`config.mk`:
```
export PLATFORM = sky130hd
export DESIGN_NAME = fcbu_branch_unit
export DESIGN_NICKNAME = d
export VERILOG_FILES = /design/src/hw/fcbu_pkg.sv /design/src/hw/fcbu_branch_unit.sv
export SDC_FILE = /design/constraint.sdc
export NUM_CORES = 1
export LEC_CHECK = 0
export BUFFER_PORTS_ARGS = -buffer_cell sky130_fd_sc_hd__buf_2
export CAP_MARGIN = 0
export CELL_PAD_IN_SITES_DETAIL_PLACEMENT = 1
export CELL_PAD_IN_SITES_GLOBAL_PLACEMENT = 2
export CORE_MARGIN = 10
export CORE_UTILIZATION = 34
export DETAILED_ROUTE_END_ITERATION = 16
export PLACE_DENSITY_LB_ADDON = 0.08
export SLEW_MARGIN = 25
export SYNTH_ARGS = -nofsm -noshare
export SYNTH_HDL_FRONTEND = slang
export SYNTH_SLANG_ARGS = --single-unit
export TNS_END_PERCENT = 10
```
`constraint.sdc`:
```
create_clock -name clk -period 3.23 [get_ports clk]
set_input_delay 0.323 -clock clk [delete_from_list [all_inputs] [get_ports clk]]
set_output_delay 0.323 -clock clk [all_outputs]
set_load 0.005 [all_outputs]
```
`src/hw/fcbu_pkg.sv`:
```
// package for the flag conditional branch unit
package fcbu_pkg;
   localparam int PC_W     = 16;
   localparam int OFS_W    = 7;
   localparam logic [PC_W-1:0] PC_RESET = 16'h0000;
   localparam logic [PC_W-1:0] PC_STEP  = 16'h0001;
   localparam logic             FLAG_SET = 1'b1;
   localparam logic             FLAG_CLR = 1'b0;

   typedef enum logic [2:0] {
      fcbu_op_signed_ge,
      fcbu_op_signed_lt,
      fcbu_op_halfcarry_set,
      fcbu_op_halfcarry_clear,
      fcbu_op_transfer_set,
      fcbu_op_transfer_clear
   } fcbu_op_t;

   typedef struct packed {
      logic negative;
      logic overflow;
      logic halfcarry;
      logic transfer;
   } fcbu_flags_t;

   typedef struct packed {
      fcbu_op_t               op;
      logic signed [OFS_W-1:0] offset;
   } fcbu_req_t;
endpackage

```
`src/hw/fcbu_branch_unit.sv`:
```
// conditional relative branch decision and program counter update
// Summary of operation
// RULE1 - signed greater-or-equal branches only when negative xor overflow is 0.
// RULE2 - signed less-than branches only when negative xor overflow is 1.
// RULE3 - half-carry-set branch adds the offset when half carry is 1, else steps on.
// RULE4 - half-carry-clear branch adds the offset when half carry is 0, else steps on.
// RULE5 - transfer-set branch adds the offset when the transfer bit is 1.
// RULE6 - transfer-clear branch adds the offset when the transfer bit is 0.
// RULE7 - a branch not taken advances the counter by one word and alters no flag.
// RULE8 - not taken costs one cycle, taken two, with a signed word offset.
`timescale 1ns/100ps
module fcbu_branch_unit (
   input  wire logic                        clk,
   input  wire logic                        rst,
   input  wire logic                        req_valid,
   input  wire fcbu_pkg::fcbu_req_t         req,
   input  wire fcbu_pkg::fcbu_flags_t       flags,
   output logic                             req_ready,
   output logic                             done,
   output logic                             taken,
   output logic [fcbu_pkg::PC_W-1:0]        program_counter
);
   typedef enum {st_idle, st_jump} fcbu_state_t;

   fcbu_state_t                     state;
   fcbu_state_t                     next_state;
   logic [fcbu_pkg::PC_W-1:0]       next_program_counter;
   logic [fcbu_pkg::PC_W-1:0]       target;
   logic [fcbu_pkg::PC_W-1:0]       next_target;
   logic                            next_done;
   logic                            next_taken;
   logic                            cond;

   // condition test per opcode
   function automatic logic fcbu_cond(input fcbu_pkg::fcbu_op_t op,
                                      input fcbu_pkg::fcbu_flags_t f);
      logic r;
      r = 1'b0;
      case (op)
         fcbu_pkg::fcbu_op_signed_ge:       r = ((f.negative ^ f.overflow) == fcbu_pkg::FLAG_CLR); // RULE1
         fcbu_pkg::fcbu_op_signed_lt:       r = ((f.negative ^ f.overflow) == fcbu_pkg::FLAG_SET); // RULE2
         fcbu_pkg::fcbu_op_halfcarry_set:   r = (f.halfcarry == fcbu_pkg::FLAG_SET); // RULE3
         fcbu_pkg::fcbu_op_halfcarry_clear: r = (f.halfcarry == fcbu_pkg::FLAG_CLR); // RULE4
         fcbu_pkg::fcbu_op_transfer_set:    r = (f.transfer == fcbu_pkg::FLAG_SET); // RULE5
         fcbu_pkg::fcbu_op_transfer_clear:  r = (f.transfer == fcbu_pkg::FLAG_CLR); // RULE6
         default:                           r = 1'b0;
      endcase
      return r;
   endfunction

   assign cond      = fcbu_cond(req.op, flags);
   assign req_ready = (state == st_idle);

   always_comb begin
      next_state           = state;
      next_program_counter = program_counter;
      next_target          = target;
      next_done            = 1'b0;
      next_taken           = taken;
      case (state)
         st_idle: begin
            if (req_valid) begin
               // word offset, sign extended
               next_target = program_counter + fcbu_pkg::PC_STEP
                             + {{(fcbu_pkg::PC_W-fcbu_pkg::OFS_W){req.offset[fcbu_pkg::OFS_W-1]}},
                                req.offset}; // RULE8
               if (cond) begin
                  next_state = st_jump; // RULE8
                  next_taken = 1'b1;
               end else begin
                  next_program_counter = program_counter + fcbu_pkg::PC_STEP; // RULE7
                  next_done            = 1'b1; // RULE8
                  next_taken           = 1'b0;
               end
            end
         end
         st_jump: begin
            next_program_counter = target; // RULE8
            next_done            = 1'b1;
            next_state           = st_idle;
         end
         default: next_state = st_idle;
      endcase
   end

   always_ff @(posedge clk) begin
      if (rst) begin
         state           <= st_idle;
         program_counter <= fcbu_pkg::PC_RESET;
         target          <= fcbu_pkg::PC_RESET;
         done            <= 1'b0;
         taken           <= 1'b0;
      end else begin
         state           <= next_state;
         program_counter <= next_program_counter;
         target          <= next_target;
         done            <= next_done;
         taken           <= next_taken;
      end
   end
endmodule

```
==> impl_results.md, run 1 <==
* Layout overhead on the synthesized area at 15.57%
* Routed wire length at 7351 um
* Number of buffers inserted for hold repair after clock tree synthesis at 0
* Multi-input combinational cell area at 0.001632 mm2
* Overall die area at 0.01089 mm2
* Worst vdd rail ir drop at 0.1698 mV
* Net count of the mapped netlist at 330
* Pin count of the biggest net entering global routing at 35
* Cells along the critical path: ha_1 -> nand3_2 -> or4_4 -> xnor2_1 -> ha_1 -> a21o_1 -> a31oi_1 -> o221ai_1 -> xnor2_1 -> a22o_1
* Reg-to-reg startpoint: program_counter[0]$_SDFFE_PP0P_
* Post-synthesis sequential area ratio at 28.97%
* Total core area at 0.006869 mm2
* Largest fanout on the critical path at 6
* Family with the most delay on the worst path: compound AO/OA/AOI/OAI gates
* Async set-or-reset flop fraction in the synthesized netlist at 0%
* Layout cells sized above 1 at 18.84%
* Global-route congestion overflow total at 0
* Cell Count Post-Placement at 417
* Count of routing violations after the opening detailed-route iteration at 83
* Minimum period implied by the final worst setup slack at 2.958 ns
* Number of routed nets with antenna violations at 0
* Count of unresolved DRC violations after routing at 0
* Synthesized instance count at 293
* Min-delay worst type: input port to flip-flop
* Worst Path Required at 3.42 ns
* Most frequent cells in the layout: nand2_1, dfxtp_1, buf_2, a21oi_1, nor2_1
* Worst setup path startpoint: program_counter[0]$_SDFFE_PP0P_
* Filler instances at 870
* Highest achievable clock rate at 338.0 MHz
* Synthesized area per cell at 8.255 um2
* Post-detail-place hpwl at 5545 um
* Final setup violation count at 0
* Final net count at 365
* Clock slew seen by the registers of the worst setup and hold paths at 0.07 ns
* Total of cells resized after clock tree synthesis at 0
* Synth cell types at 52
* Count of flip-flops with a built-in enable after synthesis at 0
* Worst rel slew slack at 54.35%
* Number of antenna diodes at 0
* Leading register cell type out of synthesis: dfxtp_1
* Setup repair after global routing missed its margin: false
* Longest Clk Path Bufs at 2
* Final critical-path share of the clock period at 91.59%
* Category of the most critical setup path: flip-flop to flip-flop
* Power per unit of standard cell area at 401.3 mW/mm2
* Reported leakage power at 1.161 nW
* Final weighted congestion of routability-driven global placement at 0.7745
* CTS root buffer: clkbuf_8
* Worst Path Arrival at 3.15 ns
* Post-CTS Setup Bufs at 0
* Flip-flop and latch area at 700.7 um2
* Slew at the pin closest to its max-slew limit at 0.6847 ns
* Buffer and inverter count on the worst path at 0
* H-tree lvl count at 2
* DIE WIDTH at 104.3 um
* Crit path capture type: flip-flop
* Via count of the first global-routing pass at 2314
* Origin of the worst min-delay path: req[0]
* Standard-cell row count at 30
* Number of warnings issued by yosys at 0
* Worst stage delay on the critical path at 0.56 ns
* Detailed-route wire length per cell at 17.30 um
* TritonCTS clock tree: built
* I/O pin count at 36
* Count of state elements after synthesis at 35
* Number of clock buffers inserted by TritonCTS at 5
* Overall global routing resource usage at 13.34%
* Cell with the biggest individual delay on the critical path: or4_4
* Initial antenna violation count at 0
* Combined area of all synthesized cells at 0.002419 mm2
* Final Hold Viols at 0
* Critical path startpoint category: flip-flop
* Clk_lat worst skew at 0.29 ns
* Via density at 5.271
* Instance area at placement at 0.002674 mm2
* Final setup TNS at 0 ns
* Count of input and output buffers at 35
* Count of pins over their slew limit at 0
* Non-filler instance count after layout at 425
* Die height at 104.3 um
* First-pass GRT wire length at 11960 um
* Count of vias placed by the detailed router at 2240
* Max_cap viols at 0
* Number of search-and-repair iterations in the first detailed-routing pass at 4
* CTS sink count at 35
* Initial core utilization at 35.21%
* Status: complete, no violations
* Largest clock skew in the final design at 0.008026 ns
* Final design area excluding fillers at 0.002795 mm2
-- area by class of cell --
class | count | share of cell area, %
clock buffers | 8 | 3.581
repair buffers | 40 | 7.610
multi-input cells | 238 | 58.37
flip-flops and latches | 35 | 25.07
well taps | 96 | 4.297
inverters | 8 | 1.074
-- registers in the layout, indices dropped and copies added (netlist names) --
register	count
state	1
done	1
taken	1
target	16
program_counter	16
-- report_power, final --
group          switching [mW]  internal, mW
logic                   0.156         0.110
clock network           0.167         0.195
registers              0.0288         0.464
total                   0.352         0.770
-- path summary, 6_finish.rpt --
path                                endpoint  slack, ns  depth (start not counted)
min                   target[0]$_SDFFE_PP0P_       0.41                          4
max reg2reg          target[15]$_SDFFE_PP0P_       0.27                         10
max                  target[15]$_SDFFE_PP0P_       0.27                         10
min reg2reg  program_counter[6]$_SDFFE_PP0P_       0.46                          2
-- worst reg2reg max path, cell delays in order (launching register included) --
cell,delay [ns]
dfxtp_1,0.44
ha_1,0.26
nand3_2,0.17
or4_4,0.56
xnor2_1,0.23
ha_1,0.31
a21o_1,0.17
a31oi_1,0.19
o221ai_1,0.16
xnor2_1,0.15
a22o_1,0.22
-- synthesized netlist by cell type, types with 2 or more instances --
cell type / number / area (um2)
dfxtp_1: 35 / 700.7
nand2_1: 35 / 131.4
a21oi_1: 31 / 155.2
nor2_1: 26 / 97.59
ha_1: 19 / 237.7
xnor2_1: 19 / 166.4
xor2_1: 14 / 122.6
o21ai_0: 10 / 50.05
clkbuf_1: 7 / 26.28
inv_1: 7 / 26.28
a211oi_1: 6 / 45.04
a22oi_1: 6 / 45.04
or3_1: 6 / 37.54
a22o_1: 5 / 43.79
a311oi_1: 5 / 43.79
nand3_1: 5 / 25.02
nand4_1: 4 / 25.02
nor3_1: 4 / 20.02
a21o_1: 3 / 22.52
and2_1: 3 / 18.77
nor2b_1: 3 / 18.77
a31oi_1: 2 / 12.51
clkbuf_8: 2 / 27.53
nand3_2: 2 / 20.02
nand3b_1: 2 / 15.01
nor4_1: 2 / 12.51
o21bai_1: 2 / 15.01
o221ai_1: 2 / 17.52
o22ai_1: 2 / 12.51
o31ai_1: 2 / 15.01
-- per-layer routing --
layer	wire [um]	track usage, %	vias up
li1	-	-	1123
met1	3568	16.88	1080
met2	3440	22.02	31
met3	263	3.284	6
met4	78	3.181	0
met5	0	0	-
-- cell families after synthesis --
kind of cell             Yosys count  share of synthesized area (%)
flip-flops                        35                          28.97
multiplexers                       1                         0.4139
buffers and inverters             20                          4.449
adder cells (fa/ha/maj)           20                          10.66
AO/OA/AOI/OAI                     79                          20.85
AND/OR/NAND/NOR                  104                          21.78
XOR/XNOR                          34                          12.88
-- through the flow --
step	hold WS (ns)	util [%]	setup slack [ns]	total power [mW]
finish	0.4070	40.69	0.2715	1.122
global route	0.4706	40.69	0.04255	1.187
CTS	0.4126	40.38	0.07805	1.131
detailed placement	0.4487	38.93	0.09984	0.7700
global placement	0.4411	38.93	0.1575	0.7689
floorplan	0.4316	-	0.5726	0.6822
(Power assumes the default switching activity.)
==> run 2: changes to the inputs <==
--- a/config.mk
+++ b/config.mk
@@ -5,12 +5,14 @@
 export SDC_FILE = /design/constraint.sdc
 export NUM_CORES = 1
 export LEC_CHECK = 0
+export ABC_AREA = 1
 export BUFFER_PORTS_ARGS = -buffer_cell sky130_fd_sc_hd__buf_2
 export CAP_MARGIN = 0
 export CELL_PAD_IN_SITES_DETAIL_PLACEMENT = 1
 export CELL_PAD_IN_SITES_GLOBAL_PLACEMENT = 2
 export CORE_MARGIN = 10
-export CORE_UTILIZATION = 34
+export CORE_UTILIZATION = 31
+export CTS_CLUSTER_DIAMETER = 200
 export DETAILED_ROUTE_END_ITERATION = 16
 export PLACE_DENSITY_LB_ADDON = 0.08
 export SLEW_MARGIN = 25
==> run 2 against run 1 <==
  * Worst setup slack improved by 0.11 ns
  * Power decreased by 1.5%
  * Synthesized cell count increased by 58%
  * Via count increased by 32%
  * Worst hold slack improved by 0.010 ns
  * Largest cell class unchanged
==> impl_results.md, run 2 <==
* Leading register cell type out of synthesis: dfxtp_1
* Worst hold slack at 0.4172 ns
* Power per unit of standard cell area at 343.9 mW/mm2
* Clock network power share at 33.6%
* Minimum period implied by the final worst setup slack at 2.844 ns
* Critical path startpoint category: flip-flop
* Via count of the first global-routing pass at 3269
* Xor/xnor cell area share of the yosys netlist at 4.634%
* Largest clock skew in the final design at 0.008619 ns
* Number of buffers inserted for hold repair after clock tree synthesis at 0
* Worst-case setup margin in the final layout at 0.3863 ns
* Via density at 4.891
* Worst stage delay on the critical path at 0.44 ns
* Layout overhead on the synthesized area at 13.33%
* Global-route congestion overflow total at 0
* Family with the most delay on the worst path: simple AND/OR/NAND/NOR gates
* Routed wire length at 9697 um
* Worst reg-to-reg path cell count at 16
* Cell type contributing the most total cell area after synthesis: dfxtp_1
* Library cell appearing most often on the critical path: nand2_1
* Initial antenna violation count at 0
* Number of antenna diodes at 0
* CTS sink count at 35
* Final setup violation count at 0
* Crit path capture type: flip-flop
* DIE WIDTH at 115.6 um
* Reported leakage power at 1.679 nW
* Top cells by count, synth: nand2_1, inv_1, nor2_1
* Pint at 742.6 uW
* Die height at 115.6 um
* Most frequent cells in the layout: nand2_1, inv_1, nor2_1, nand3_1
* Multiplexer fraction of the synthesized cell area at 0%
* Synth cell types at 33
* Total of cells resized after clock tree synthesis at 0
* CTS root buffer: clkbuf_8
* Worst rel slew slack at 58.36%
* Min-delay worst type: input port to flip-flop
* Leading cell type in the layout, fill and taps excluded: nand2_1
* Gate power share at 22.7%
* Number of search-and-repair iterations in the first detailed-routing pass at 4
* Final Hold Viols at 0
* Endpoint of the most critical setup path: target[11]$_SDFFE_PP0P_
* Worst vdd rail ir drop at 0.2177 mV
* Clock slew seen by the registers of the worst setup and hold paths at 0.08 ns
* Pin count of the biggest net entering global routing at 27
* Switching Fraction at 32.80%
* Count of unresolved DRC violations after routing at 0
* Count of pins over their slew limit at 0
* Count of state elements after synthesis at 35
* Slew at the pin closest to its max-slew limit at 0.6246 ns
* Largest fanout on the critical path at 6
* Basic-gate share of the synthesized area counting and, or, nand and nor cells at 35.44%
* Detailed-route wire length per cell at 16.03 um
* Standard-cell row count at 34
* Net count of the mapped netlist at 500
* Overall die area at 0.01337 mm2
* Category of the most critical setup path: flip-flop to flip-flop
* I/O pin count at 36
* Number of clock buffers inserted by TritonCTS at 5
* Final net count at 533
* Count of input and output buffers at 35
* Number of logic stages on the critical path including buffering at 16
* Cell with the biggest individual delay on the critical path: dfxtp_1
* Overall global routing resource usage at 15.15%
* Worst Path Required at 3.42 ns
* Longest Clk Path Bufs at 2
* Combined area of all synthesized cells at 0.002835 mm2
* Worst setup path startpoint: program_counter[0]$_SDFFE_PP0P_
* Layout cells sized above 1 at 11.47%
* Synthesized area per cell at 6.124 um2
* Setup repair after global routing missed its margin: false
* Fraction of post-synthesis cell area in the top cell type by area at 24.71%
* Largest family of logic cells by synthesized area: simple AND/OR/NAND/NOR gates
* Capture point of the worst reg-to-reg path: target[11]$_SDFFE_PP0P_
* Final design area excluding fillers at 0.003213 mm2
* Share of total power in sequential cells at 43.7%
* Max_cap viols at 0
* Count of vias placed by the detailed router at 2959
* First-pass GRT wire length at 16190 um
* Psw at 362.5 uW
* Area fraction in compound gates after synthesis at 14.25%
* Total core area at 0.008806 mm2
* Post-detail-place hpwl at 7685 um
* Count of flip-flops with a built-in enable after synthesis at 0
* Cell Count Post-Placement at 597
* Cells along the critical path: ha_1 -> nand2_1 -> inv_1 -> nand3_1 -> xor2_1 -> ha_1 -> nand2_1 -> inv_1 -> a21oi_1 -> nand2_1 -> nand2_1 -> nand2_1 -> a21oi_1 -> o21ai_0 -> nand2_1 -> inv_1
* Largest regs: program_counter (16), target (16)
* Setup WS pre-CTS at 0.4177 ns
* Reg-to-reg startpoint: program_counter[0]$_SDFFE_PP0P_
* Final weighted congestion of routability-driven global placement at 0.8434
* Most instantiated library cell after synthesis: nand2_1
* Non-filler instance count after layout at 605
* Buffer and inverter count on the worst path at 3
* Clk_lat worst skew at 0.29 ns
* Number of warnings issued by yosys at 0
* Instance area at placement at 0.003109 mm2
* Highest achievable clock rate at 351.7 MHz
* Worst Path Arrival at 3.03 ns
* Final setup TNS at 0 ns
* Post-CTS Setup Bufs at 0
* Count of routing violations after the opening detailed-route iteration at 94
* H-tree lvl count at 2
* Status: complete, no violations
* Synthesized instance count at 463
* TritonCTS clock tree: built
* Top area cells in the synthesized netlist: dfxtp_1, nand2_1, inv_1
* Number of routed nets with antenna violations at 0
* Adder and majority gate portion of the synthesized area at 9.091%
* Initial core utilization at 32.20%
* Post-synthesis sequential area ratio at 24.71%
* Register-to-register setup slack at 0.39 ns
* Final critical-path share of the clock period at 88.04%
* Async set-or-reset flop fraction in the synthesized netlist at 0%
-- run 2: cell families after synthesis --
logic type,after synthesis
adders and majority gates,20
buffers and inverters,86
and+or+nand+nor,232
xor gates and xnor gates,15
DFF,35
AOI/OAI and AO/OA,75
-- run 2: power by group through the flow --
stage / sequential (mW) / combinational (mW) / clock [mW]
after CTS: 0.483 / 0.258 / 0.389
after global routing: 0.487 / 0.292 / 0.410
after global placement: 0.493 / 0.254 / 0
final: 0.483 / 0.251 / 0.371
after floorplan: 0.488 / 0.174 / 0
after detailed placement: 0.494 / 0.256 / 0
-- run 2: layout make-up --
cell class	instances	area, um2
Timing Repair Buffer	38	197.7
Clock buffer	7	96.34
Clock inverter	1	7.507
Tap cell	108	135.1
Sequential cell	35	700.7
Inverter	74	277.8
Fill cell	1185	5593
Multi-Input combinational cell	342	1798
-- run 2: worst min path at each step --
stage / start / end / slack, ns / cells past startpoint
after floorplan: target[0]$_SDFFE_PP0P_ / target[0]$_SDFFE_PP0P_ / 0.45 / 2
after detailed placement: target[1]$_SDFFE_PP0P_ / target[1]$_SDFFE_PP0P_ / 0.48 / 2
after global placement: target[0]$_SDFFE_PP0P_ / target[0]$_SDFFE_PP0P_ / 0.47 / 2
final: req[0] / target[0]$_SDFFE_PP0P_ / 0.42 / 4
after CTS: req[0] / target[0]$_SDFFE_PP0P_ / 0.41 / 4
after global routing: req[9] / state[0]$_SDFFE_PP0P_ / 0.46 / 4
-- run 2: worst reg2reg max path: cells and delay by family, from the launching register on --
family / cells / cell delay, ns
AO/OA/AOI/OAI: 3 / 0.34
XOR/XNOR: 1 / 0.36
adder cells (fa/ha/maj): 2 / 0.54
buffers and inverters: 3 / 0.24
flip-flops: 1 / 0.44
AND/OR/NAND/NOR: 7 / 0.82
-- run 2: through the flow --
stage / total power, mW / util [%]
after floorplan: 0.6615 / -
after global placement: 0.7465 / 35.31
after detailed placement: 0.7492 / 35.31
after CTS: 1.130 / 36.49
after global routing: 1.189 / 36.49
final: 1.105 / 36.49
-- run 2: metal layers --
metal  vias to the layer above  share of wire, %  global-route usage (%)
li1                       1536                 -                       -
met2                        32                51                   27.50
met5                         -                 0                       0
met1                      1385                45                   18.14
met4                         0               1.4                   3.753
met3                         6               2.3                   2.481
==> run 3: changes to the inputs <==
==> constraint.sdc (replaced) <==
create_clock -name clk -period 3.2 [get_ports clk]
set_input_delay 0.32 -clock clk [delete_from_list [all_inputs] [get_ports clk]]
set_output_delay 0.32 -clock clk [all_outputs]
set_load 0.005 [all_outputs]
==> run 3 against run 2 <==
  * Combinational power barely moved
  * Maximum frequency increased by 1.6%
  * Power rose by 5.5%
  * Via count increased by 0.54%
  * Non-clock buffer count did not move
  * Clock power up 15%
  * Core utilization increased by 0.10 points
  * Final cell count unchanged
  * Clock skew rose by 0.0014 ns
  * First-iteration DRC count is 60% higher
  * Largest power group unchanged
  * Highest routed layer unchanged
==> impl_results.md, run 3 (synthesis gave the netlist of run 2 again) <==
* Final setup violation count at 0
* Pin count of the biggest net entering global routing at 27
* Initial core utilization at 32.20%
* First-pass GRT wire length at 16230 um
* Worst reg-to-reg path cell count at 16
* Register-to-register setup slack at 0.40 ns
* Count of input and output buffers at 35
* Number of clock buffers inserted by TritonCTS at 5
* I/O pin count at 36
* Largest clock skew in the final design at 0.009975 ns
* Min-delay worst type: input port to flip-flop
* Reg-to-reg startpoint: program_counter[0]$_SDFFE_PP0P_
* Critical path startpoint category: flip-flop
* Total of cells resized after clock tree synthesis at 0
* Via count of the first global-routing pass at 3260
* Crit path capture type: flip-flop
* Final Hold Viols at 0
* Setup repair after global routing missed its margin: false
* Largest fanout on the critical path at 6
* Origin of the worst min-delay path: req[9]
* Worst hold slack at 0.4231 ns
* Post-CTS Setup Bufs at 0
* Count of pins over their slew limit at 0
* Final setup TNS at 0 ns
* Slew at the pin closest to its max-slew limit at 0.6080 ns
* Instance area at placement at 0.003109 mm2
* Leading cell type in the layout, fill and taps excluded: nand2_1
* Longest Clk Path Bufs at 2
* Count of routing violations after the opening detailed-route iteration at 150
* Minimum period implied by the final worst setup slack at 2.799 ns
* Overall global routing resource usage at 15.30%
* Max_cap viols at 0
* CTS root buffer: clkbuf_8
* Capture point of the worst reg-to-reg path: target[11]$_SDFFE_PP0P_
* Number of buffers inserted for hold repair after clock tree synthesis at 0
* Count of vias placed by the detailed router at 2975
* Number of cells on the worst hold path at 4
* Final weighted congestion of routability-driven global placement at 0.8433
* Worst hold endpoint: state[0]$_SDFFE_PP0P_
* Routed wire length at 9642 um
* Worst vdd rail ir drop at 0.1614 mV
* Standard-cell row count at 34
* Category of the most critical setup path: flip-flop to flip-flop
* Final critical-path share of the clock period at 87.47%
* Count of unresolved DRC violations after routing at 0
* Status: complete, no violations
* Clock slew seen by the registers of the worst setup and hold paths at 0.09 ns
* Worst Path Required at 3.41 ns
* Power per unit of standard cell area at 361.9 mW/mm2
* Worst rel slew slack at 59.46%
* Number of routed nets with antenna violations at 0
* Initial antenna violation count at 0
* Via density at 4.917
* Clk_lat worst skew at 0.31 ns
* Total core area at 0.008806 mm2
* Worst Path Arrival at 3.01 ns
* Layout overhead on the synthesized area at 13.64%
* Detailed-route wire length per cell at 15.94 um
* Die height at 115.6 um
* Final net count at 533
* Post-detail-place hpwl at 7701 um
* Number of search-and-repair iterations in the first detailed-routing pass at 4
* CTS sink count at 35
* Most frequent cells in the layout: nand2_1, inv_1, nor2_1, nand3_1
* Filler instances at 1205
* Final design area excluding fillers at 0.003222 mm2
* Global-route congestion overflow total at 0
* Overall die area at 0.01337 mm2
* H-tree lvl count at 2
* DIE WIDTH at 115.6 um
* Reported leakage power at 1.687 nW
* Largest regs: program_counter (16), target (16)
* Number of antenna diodes at 0
* TritonCTS clock tree: built
* Layout cells sized above 1 at 11.47%
* Highest achievable clock rate at 357.2 MHz
[run 3: cell count changes in the layout (fill, tap and decap cells not counted)]
cell	previous run	this run
clkbuf_8	7	5
bufinv_16	0	1
clkinv_2	0	1
clkinv_4	0	1
clkinvlp_4	1	0
[run 3: worst max-delay path by stage]
stage	from	to	slack, ns	depth (start not counted)
global placement	program_counter[0]$_SDFFE_PP0P_	target[15]$_SDFFE_PP0P_	0.49	16
CTS	program_counter[0]$_SDFFE_PP0P_	target[11]$_SDFFE_PP0P_	0.37	16
finish	program_counter[0]$_SDFFE_PP0P_	target[11]$_SDFFE_PP0P_	0.40	16
detailed placement	program_counter[0]$_SDFFE_PP0P_	target[15]$_SDFFE_PP0P_	0.40	16
global route	program_counter[0]$_SDFFE_PP0P_	target[11]$_SDFFE_PP0P_	0.02	16
floorplan	program_counter[0]$_SDFFE_PP0P_	target[11]$_SDFFE_PP0P_	1.0	16
[run 3: report_power, final]
group / switching [mW] / internal [mW] / total (mW)
clock: 0.194 / 0.232 / 0.427
combinational: 0.164 / 0.0880 / 0.252
sequential: 0.0223 / 0.465 / 0.487
total: 0.381 / 0.785 / 1.17
[run 3: final cells by class]
| class | instances | area (um2) | share of cell area (%) |
|---|---|---|---|
| Clock inverter | 3 | 43.79 | 1.359 |
| Timing Repair Buffer | 38 | 197.7 | 6.136 |
| Inverter | 74 | 277.8 | 8.621 |
| Multi-Input combinational cell | 342 | 1798 | 55.81 |
| Tap cell | 108 | 135.1 | 4.194 |
| Sequential cell | 35 | 700.7 | 21.75 |
| Clock buffer | 5 | 68.82 | 2.136 |
[run 3: per-layer routing]
layer	vias up	global-route usage (%)	share of wire, %
met5	-	0	0
met4	0	3.670	1.1
met3	10	2.429	2.3
met2	29	28.22	52
met1	1401	18.06	45
li1	1535	-	-
[run 3: stage by stage]
step           worst slack (ns)  total power, mW  util [%]  instances
3_3_place_gp             0.4858           0.7531     35.31        597
5_1_grt                 0.01994            1.249     36.59        605
6_report                 0.4008            1.166     36.59        605
2_1_floorplan            0.9970           0.6677         -        463
3_5_place_dp             0.4008           0.7565     35.31        597
4_1_cts                  0.3717            1.190     36.59        605
[run 3: critical path, stage by stage (launching register included)]
cell and delay, ns:
dfxtp_1 0.44, ha_1 0.21, nand2_1 0.08, inv_1 0.12, nand3_1 0.15, xor2_1 0.35, ha_1 0.34, nand2_1 0.16
inv_1 0.07, a21oi_1 0.14, nand2_1 0.17, nand2_1 0.10, nand2_1 0.06, a21oi_1 0.12, o21ai_0 0.09, nand2_1 0.06
inv_1 0.03
